### config.mk
export PLATFORM = sky130hd
export DESIGN_NAME = ssw_host_flat
export DESIGN_NICKNAME = d
export VERILOG_FILES = /design/src/hw/ssw_pkg.sv /design/src/hw/ssw_if.sv /design/src/hw/ssw_host.sv /design/src/flat_wrapper.sv
export VERILOG_INCLUDE_DIRS = /design/src /design/src/hw
export SDC_FILE = /design/constraint.sdc
export NUM_CORES = 1
export LEC_CHECK = 0
export BUFFER_PORTS_ARGS = -buffer_cell sky130_fd_sc_hd__buf_2
export CAP_MARGIN = 20
export CORE_ASPECT_RATIO = 0.5
export CORE_MARGIN = 3
export CORE_UTILIZATION = 53
export CTS_BUF_LIST = sky130_fd_sc_hd__clkbuf_16
export CTS_CLUSTER_DIAMETER = 60
export DETAILED_ROUTE_END_ITERATION = 12
export PLACE_DENSITY = 0.75
export SYNTH_ARGS = -nofsm -noshare
export SYNTH_HDL_FRONTEND = slang
export SYNTH_SLANG_ARGS = --single-unit
### constraint.sdc
create_clock -name clk -period 2.63 [get_ports clk]
set_clock_uncertainty 0.15 [all_clocks]
set_input_delay 0.1315 -clock clk [delete_from_list [all_inputs] [get_ports clk]]
set_output_delay 0.1315 -clock clk [all_outputs]
set_load 0.03 [all_outputs]
### src/hw/ssw_consts.svh
/*
  Constants of the synthesizer serial write port: word layout, latch selects,
  field positions, reset values and divider counts.
  Assumes inclusion by the package and both ends; definitions only.
*/
`ifndef SSW_CONSTS_SVH
`define SSW_CONSTS_SVH

`define SSW_WORD_BITS 32
`define SSW_BYTE_BITS 8
`define SSW_BYTES_PER_WORD 4
`define SSW_NUM_LATCHES 6
`define SSW_SEL_MSB 2
`define SSW_SEL_LSB 0
`define SSW_LATCH_ZERO 3'h0
`define SSW_LATCH_FOUR 3'h4
`define SSW_LATCH_FIVE 3'h5
`define SSW_PWR_MSB 4
`define SSW_PWR_LSB 3
`define SSW_LATCH_RESET 32'h0000_0000
`define SSW_ALL_WRITTEN 6'h3F
`define SSW_SCLK_HALF_DIV 8'h02
`define SSW_STROBE_GAP 8'h04

`endif

### src/hw/ssw_pkg.sv
/*
  Types shared by the two ends of the synthesizer serial write port.
  Assumes the constants header is available on the include path.
*/
`include "ssw_consts.svh"

package ssw_pkg;
  typedef logic [`SSW_WORD_BITS-1:0] ssw_word_t;
  typedef logic [`SSW_SEL_MSB:0] ssw_sel_t;
  typedef logic [`SSW_PWR_MSB-`SSW_PWR_LSB:0] ssw_pwr_t;
  typedef enum {
    SSW_IDLE,
    SSW_FRAME,
    SSW_LOW,
    SSW_HIGH,
    SSW_GAP,
    SSW_RAISE
  } ssw_host_state_t;
endpackage

### src/hw/ssw_if.sv
/*
  Three-wire link plus side pins between host and synthesizer port.
  Assumes the host drives the serial clock; no clocking block.
*/
interface ssw_if;
  logic serial_clk;
  logic serial_data;
  logic load_strobe;
  logic power_down;
  logic multiplexed_status_output;

  modport host (
    output serial_clk,
    output serial_data,
    output load_strobe,
    output power_down,
    input multiplexed_status_output
  );

  modport device (
    input serial_clk,
    input serial_data,
    input load_strobe,
    input power_down,
    output multiplexed_status_output
  );
endinterface

### src/hw/ssw_host.sv
/*
  Host end: shifts 32-bit control words out as four bytes, MSB first, under a
  low load strobe, then raises the strobe. Serial clock divided from clk.
  Assumes a user that holds word_valid until word_ready pulses.
*/
// How it works
// Device samples data on serial clock rise.
// Strobe rise moves word into addressed latch.
// Host drops strobe before shifting a word.
// Host sends word as four bytes.
// Host raises strobe after fourth byte.
// Data stable at rising edge, phase zero.
// Latches written five down to zero; output waits.
// Separate power-down input from host output.
// Lock state on status pin, host polls it.
// Output power from bits four:three of latch four.
// Host stores word as four bytes first.
// Words go most significant bit first.
`include "ssw_consts.svh"

module ssw_host (
  input wire logic clk,
  input wire logic srst,
  ssw_if.host link,
  input wire ssw_pkg::ssw_word_t word_data,
  input wire logic word_valid,
  output logic word_ready,
  input wire logic power_down_req,
  output logic lock_seen
);
  import ssw_pkg::*;

  ssw_host_state_t state;
  logic [`SSW_BYTE_BITS-1:0] bytes [`SSW_BYTES_PER_WORD];
  logic [1:0] byte_idx;
  logic [2:0] bit_idx;
  logic [7:0] div;
  logic lock_meta;
  logic lock_sync;
  logic half_done;
  logic gap_done;
  logic last_bit;
  logic last_byte;
  logic take_word;
  logic [2:0] next_bit;
  logic [1:0] next_byte;

  // Divider end points and index steps, shared by the phase logic and the pin
  // logic; the index steps wrap, which is harmless once the last byte is out.
  assign half_done = (div == `SSW_SCLK_HALF_DIV - 8'h01);
  assign gap_done = (div == `SSW_STROBE_GAP - 8'h01);
  assign last_bit = (bit_idx == 3'h0);
  assign last_byte = (byte_idx == 2'(`SSW_BYTES_PER_WORD - 1));
  assign take_word = (state == SSW_IDLE) && word_valid;
  assign next_bit = bit_idx - 3'h1;
  assign next_byte = last_bit ? byte_idx + 2'h1 : byte_idx;

  // Lock pin is asynchronous to clk, so it passes two flops first.
  always_ff @(posedge clk) begin
    if (srst) begin
      lock_meta <= 1'b0;
      lock_sync <= 1'b0;
      lock_seen <= 1'b0;
    end else begin
      lock_meta <= link.multiplexed_status_output;
      lock_sync <= lock_meta;
      lock_seen <= lock_sync;
    end
  end

  always_ff @(posedge clk) begin
    if (srst) begin
      link.power_down <= 1'b0;
    end else begin
      link.power_down <= power_down_req;
    end
  end

  // Phase sequencer; the pins below follow its phase and the divider.
  always_ff @(posedge clk) begin
    if (srst) begin
      state <= SSW_IDLE;
    end else begin
      case (state)
        SSW_IDLE: begin
          if (word_valid) begin
            state <= SSW_FRAME;
          end
        end
        SSW_FRAME: begin
          state <= SSW_LOW;
        end
        SSW_LOW: begin
          if (half_done) begin
            state <= SSW_HIGH;
          end
        end
        SSW_HIGH: begin
          if (half_done) begin
            state <= (last_bit && last_byte) ? SSW_GAP : SSW_LOW;
          end
        end
        SSW_GAP: begin
          if (gap_done) begin
            state <= SSW_RAISE;
          end
        end
        SSW_RAISE: begin
          // Strobe must stay high long enough for the strobe-clocked device latches to take a clean edge.
          if (gap_done) begin
            state <= SSW_IDLE;
          end
        end
        default: begin
          state <= SSW_IDLE;
        end
      endcase
    end
  end

  // The divider restarts at each phase change, so every phase has a fixed length.
  always_ff @(posedge clk) begin
    if (srst) begin
      div <= 8'h00;
    end else begin
      case (state)
        SSW_LOW, SSW_HIGH: begin
          div <= half_done ? 8'h00 : div + 8'h01;
        end
        SSW_GAP, SSW_RAISE: begin
          div <= gap_done ? 8'h00 : div + 8'h01;
        end
        default: begin
          div <= 8'h00;
        end
      endcase
    end
  end

  always_ff @(posedge clk) begin
    if (srst) begin
      byte_idx <= 2'h0;
      bit_idx <= 3'h7;
    end else if (take_word) begin
      byte_idx <= 2'h0;
      bit_idx <= 3'h7;
    end else if (state == SSW_HIGH && half_done) begin
      bit_idx <= next_bit;
      byte_idx <= next_byte;
    end
  end

  // Data moves with the fall, and the first bit in the frame step, which gives it a whole half period of
  // setup before the rise on which the device samples it.
  always_ff @(posedge clk) begin
    if (srst) begin
      link.serial_data <= 1'b0;
    end else if (state == SSW_FRAME) begin
      link.serial_data <= bytes[0][`SSW_BYTE_BITS-1];
    end else if (state == SSW_HIGH && half_done) begin
      link.serial_data <= bytes[next_byte][next_bit];
    end
  end

  // The serial clock idles low and runs only inside a frame, since the
  // device shifts on every rise it sees.
  always_ff @(posedge clk) begin
    if (srst) begin
      link.serial_clk <= 1'b0;
    end else if (state == SSW_LOW && half_done) begin
      link.serial_clk <= 1'b1;
    end else if (state == SSW_HIGH && half_done) begin
      link.serial_clk <= 1'b0;
    end
  end

  always_ff @(posedge clk) begin
    if (srst) begin
      link.load_strobe <= 1'b1;
    end else if (take_word) begin
      link.load_strobe <= 1'b0;
    end else if (state == SSW_GAP && gap_done) begin
      link.load_strobe <= 1'b1;
    end
  end

  // The word is copied when taken; word_data is not read again during the
  // frame.
  always_ff @(posedge clk) begin
    if (srst) begin
      for (int i = 0; i < `SSW_BYTES_PER_WORD; i++) begin
        bytes[i] <= 8'h00;
      end
    end else if (take_word) begin
      for (int i = 0; i < `SSW_BYTES_PER_WORD; i++) begin
        bytes[i] <= word_data[(`SSW_BYTES_PER_WORD-1-i)*8 +: 8];
      end
    end
  end

  // Ready comes only after the strobe has stood high for a full gap, so a
  // following word cannot cut the latch edge short.
  always_ff @(posedge clk) begin
    if (srst) begin
      word_ready <= 1'b0;
    end else begin
      word_ready <= (state == SSW_RAISE) && gap_done;
    end
  end
endmodule

### src/flat_wrapper.sv
// flat-port wrapper written by rule: the top's interface ports become plain ports
module ssw_host_flat import ssw_pkg::*;
  (clk, srst, word_data, word_valid, word_ready, power_down_req, lock_seen, link_serial_clk, link_serial_data, link_load_strobe, link_power_down, link_multiplexed_status_output);
  ssw_if link_i ();
  input wire logic clk;
  input wire logic srst;
  input wire ssw_pkg::ssw_word_t word_data;
  input wire logic word_valid;
  output logic word_ready;
  input wire logic power_down_req;
  output logic lock_seen;
  output wire logic [$bits(link_i.serial_clk)-1:0] link_serial_clk;
  output wire logic [$bits(link_i.serial_data)-1:0] link_serial_data;
  output wire logic [$bits(link_i.load_strobe)-1:0] link_load_strobe;
  output wire logic [$bits(link_i.power_down)-1:0] link_power_down;
  input wire logic [$bits(link_i.multiplexed_status_output)-1:0] link_multiplexed_status_output;
  assign link_serial_clk = link_i.serial_clk;
  assign link_serial_data = link_i.serial_data;
  assign link_load_strobe = link_i.load_strobe;
  assign link_power_down = link_i.power_down;
  assign link_i.multiplexed_status_output = link_multiplexed_status_output;
  ssw_host u_core (.clk(clk), .srst(srst), .link(link_i), .word_data(word_data), .word_valid(word_valid), .word_ready(word_ready), .power_down_req(power_down_req), .lock_seen(lock_seen));
endmodule
==> flow_metrics.env <==
export IMPL_outcome="finished, final reports clean"
export IMPL_r2r_cells=6
export IMPL_ys_warn_count=0
export IMPL_root_buffer="clkbuf_16"
export IMPL_cts_resized=0
export IMPL_synth_top_area_cell="edfxtp_1"
export IMPL_p_comb_frac=0.160
export IMPL_r2r_slack_ns=0.32
export IMPL_clock_fmax_mhz=432.7
export IMPL_netSwitchingPower_uw=518.3
export IMPL_dr_first_iter_drc_count=92
export IMPL_cts_buffer_depth=2
export IMPL_post_route_util=0.7207
export IMPL_antennaDiodeCount=0
export IMPL_crit_top_cell="mux4_2"
export IMPL_cts_sinks=56
export IMPL_ant_nets=0
export IMPL_synth_ff_latch_count=56
export IMPL_final_cells=397
export IMPL_synth_nets=292
export IMPL_use_met1=0.2856
export IMPL_clkLatencyLatePin_ns=0.30
export IMPL_hpwl_um=4007
export IMPL_path_clk_slew_ns=0.07
export IMPL_power_total_uw=2074
export IMPL_grt_pass1_vias=2152
export IMPL_crit_type="flip-flop to flip-flop"
export IMPL_p_leak_uw=0.001422
export IMPL_grt_overflow=0
export IMPL_end_kind="flip-flop"
export IMPL_dieArea_sq_um=6324
export IMPL_layout_nets=370
export IMPL_fin_crit_sh=0.8788
export IMPL_synth_area_leaders="edfxtp_1, dfxtp_1, mux4_2, and2_1, mux2i_1"
export IMPL_ir_worst_vdd_v=0.0004086
export IMPL_numCtsBuffers=5
export IMPL_avgSynthCellArea_sq_um=11.45
export IMPL_ys_async_sr_fraction=0
export IMPL_slew_violations=0
export IMPL_syn_area_sq_um=2839
export IMPL_yosysUniqueCellTypes=41
export IMPL_finalCriticalPeriod_ns=2.311
export IMPL_cts_max_level=2
export IMPL_pin_count=43
export IMPL_crit_start="u_core.byte_idx[1]"
export IMPL_io_buffers=42
export IMPL_worst_r2r_endpoint="u_core.link.serial_data"
export IMPL_start_util=0.5627
export IMPL_rows=18
export IMPL_grt_max_degree=33
export IMPL_cp_slowest_stage_delay_ns=0.52
export IMPL_internal_power_uw=1555
export IMPL_cts_tree="yes"
export IMPL_yosysTopAreaCellShare=0.3385
export IMPL_n_fill_cell=371
export IMPL_place_congestion=0.8672
export IMPL_worst_slew_pin_slew_ns=0.4607
export IMPL_antenna_found_initial=0
export IMPL_critical_path_top_delay_family="multiplexers"
export IMPL_hold_buffers=34
export IMPL_fin_tns_setup_ns=0
export IMPL_via_per_inst=5.378
export IMPL_placed_cells=355
export IMPL_grt_pass1_wl_um=10290
export IMPL_hold_class="primary input to flip-flop"
export IMPL_area_delta_synth_final_pct=28.07
export IMPL_seqPwrFrac=0.535
export IMPL_finalHoldViolCount=0
export IMPL_rr_startpoint="u_core.byte_idx[1]"
export IMPL_cp_endpoint="u_core.link.serial_data"
export IMPL_firstDrtPassIters=4
export IMPL_clock_power_share=0.305
export IMPL_start_kind="flip-flop"
export IMPL_syn_inst=248
export IMPL_crit_cells=6
export IMPL_fp_dieH_um=57.75
export IMPL_regArea_sq_um=1441
export IMPL_slew_headroom=0.6925
export IMPL_final_cell_mix="buf_2, dlygate4sd3_1, and2_1"
export IMPL_multi_input_area_sq_um=1310
export IMPL_die_width_um=109.5
export IMPL_fp_coreArea_sq_um=5045
export IMPL_vias=2135
export IMPL_critPathRequiredTime_ns=2.67
export IMPL_drive_above_1_share=0.2263
export IMPL_drc=0
export IMPL_grt_busiest_layer="met2"
export IMPL_cp_max_fo=6
export IMPL_drv_cap=0
export IMPL_arrival_ns=2.35
export IMPL_wl_per_cell_um=15.09
export IMPL_crit_buf_inv=0
export IMPL_path_cells="ha_1 -> mux4_2 -> mux4_2 -> nor2_1 -> o41ai_2 -> a21o_1"
export IMPL_swShare=0.2500
export IMPL_cts_setup_buffers=0
export IMPL_final_common_cell="buf_2"
export IMPL_synth_edff_count=32
export IMPL_grt_usage=0.2106
export IMPL_grtUsageMet2=0.3408
export IMPL_ys_seq_area_frac=0.5077
export IMPL_wirelength_um=5990
export IMPL_cpMaxStageDelayCell="dfxtp_1"
export IMPL_met3_usage=0.04561
export IMPL_setup_viol=0
export IMPL_ys_flop_type="edfxtp_1"
export IMPL_rsz0062_at_grt="false"
export IMPL_p_per_area_nw_per_um2=570.3
[stage by stage]
stage	instance area [sq um]	worst slack (ns)	hold slack, ns
2_1_floorplan	2839	0.4136	0.1083
3_3_place_gp	3159	0.4063	0.1935
3_5_place_dp	3159	0.3340	0.1936
4_1_cts	3636	0.3226	0.04355
5_1_grt	3636	0.1424	0.05888
6_report	3636	0.3187	0.04103
[power by group through the flow]
stage	combinational (uW)	sequential, uW	clock, uW
final	331	1110	633
after CTS	329	1110	648
after floorplan	203	1100	0
after detailed placement	290	1130	0
after global routing	367	1120	678
after global placement	276	1120	0
[worst register-to-register path, cell delays in order (launching register included)]
cell	delay (ns)
dfxtp_1	0.52
ha_1	0.38
mux4_2	0.32
mux4_2	0.46
nor2_1	0.14
o41ai_2	0.09
a21o_1	0.16
[flip-flops by register name, summed over array words and instances (netlist names)]
name	cells
u_core.lock_seen	1
u_core.lock_sync	1
u_core.link.power_down	1
u_core.link.serial_data	1
u_core.link.load_strobe	1
u_core.link.serial_clk	1
u_core.bit_idx	3
u_core.byte_idx	2
u_core.word_ready	1
u_core.state	3
u_core.lock_meta	1
u_core.div	8
u_core.bytes	32
[synth_stat cells, drive strengths merged, types with 2 or more instances]
master  number
nor3         8
nand3        6
xnor2        4
nor2b        5
a21oi        4
edfxtp      32
o21ai        5
and3         2
nor2        23
o211ai       2
nand4        4
o32ai        2
a21o         2
or3          2
inv          7
xor2         6
nand2b       2
mux2i       13
dfxtp       24
buf          6
o22ai        2
ha           7
o31ai        2
mux4        12
and2        33
clkbuf       8
a211oi       2
nand2       13
[cells by family (layout without fill, tap and decap cells)]
group	Yosys count	after routing	share of synthesized area
muxes	25	25	0.1410
xor gates and xnor gates	10	10	0.03085
adders and majority gates	7	7	0.03085
buffers and inverters	22	101	0.03261
and+or+nand+nor	102	102	0.1922
AOI/OAI and AO/OA	26	26	0.06478
DFF	56	56	0.5077
[metal layers]
layer  wire [um]  vias up
met4          42        0
met5           0        -
li1            -     1049
met2        2890       72
met1        2705     1008
met3         352        6
[layout make-up]
class / count / area share
clock buffer: 5 / 0.03441
clock inverter: 3 / 0.003097
inverter: 8 / 0.008259
multi-input combinational: 170 / 0.3603
sequential: 56 / 0.3964
tap: 70 / 0.02409
timing repair buffer: 85 / 0.1734
[worst min path at each step]
stage,start,endpoint,cells after the start,slack (ns)
after floorplan,srst,u_core.bit_idx[0],2,0.11
after global placement,link_multiplexed_status_output,u_core.lock_meta,2,0.19
after detailed placement,power_down_req,u_core.link.power_down,2,0.19
after CTS,srst,u_core.state[0],2,0.04
after global routing,srst,u_core.lock_sync,2,0.06
final,srst,u_core.state[0],2,0.04
(Power assumes the default switching activity.)
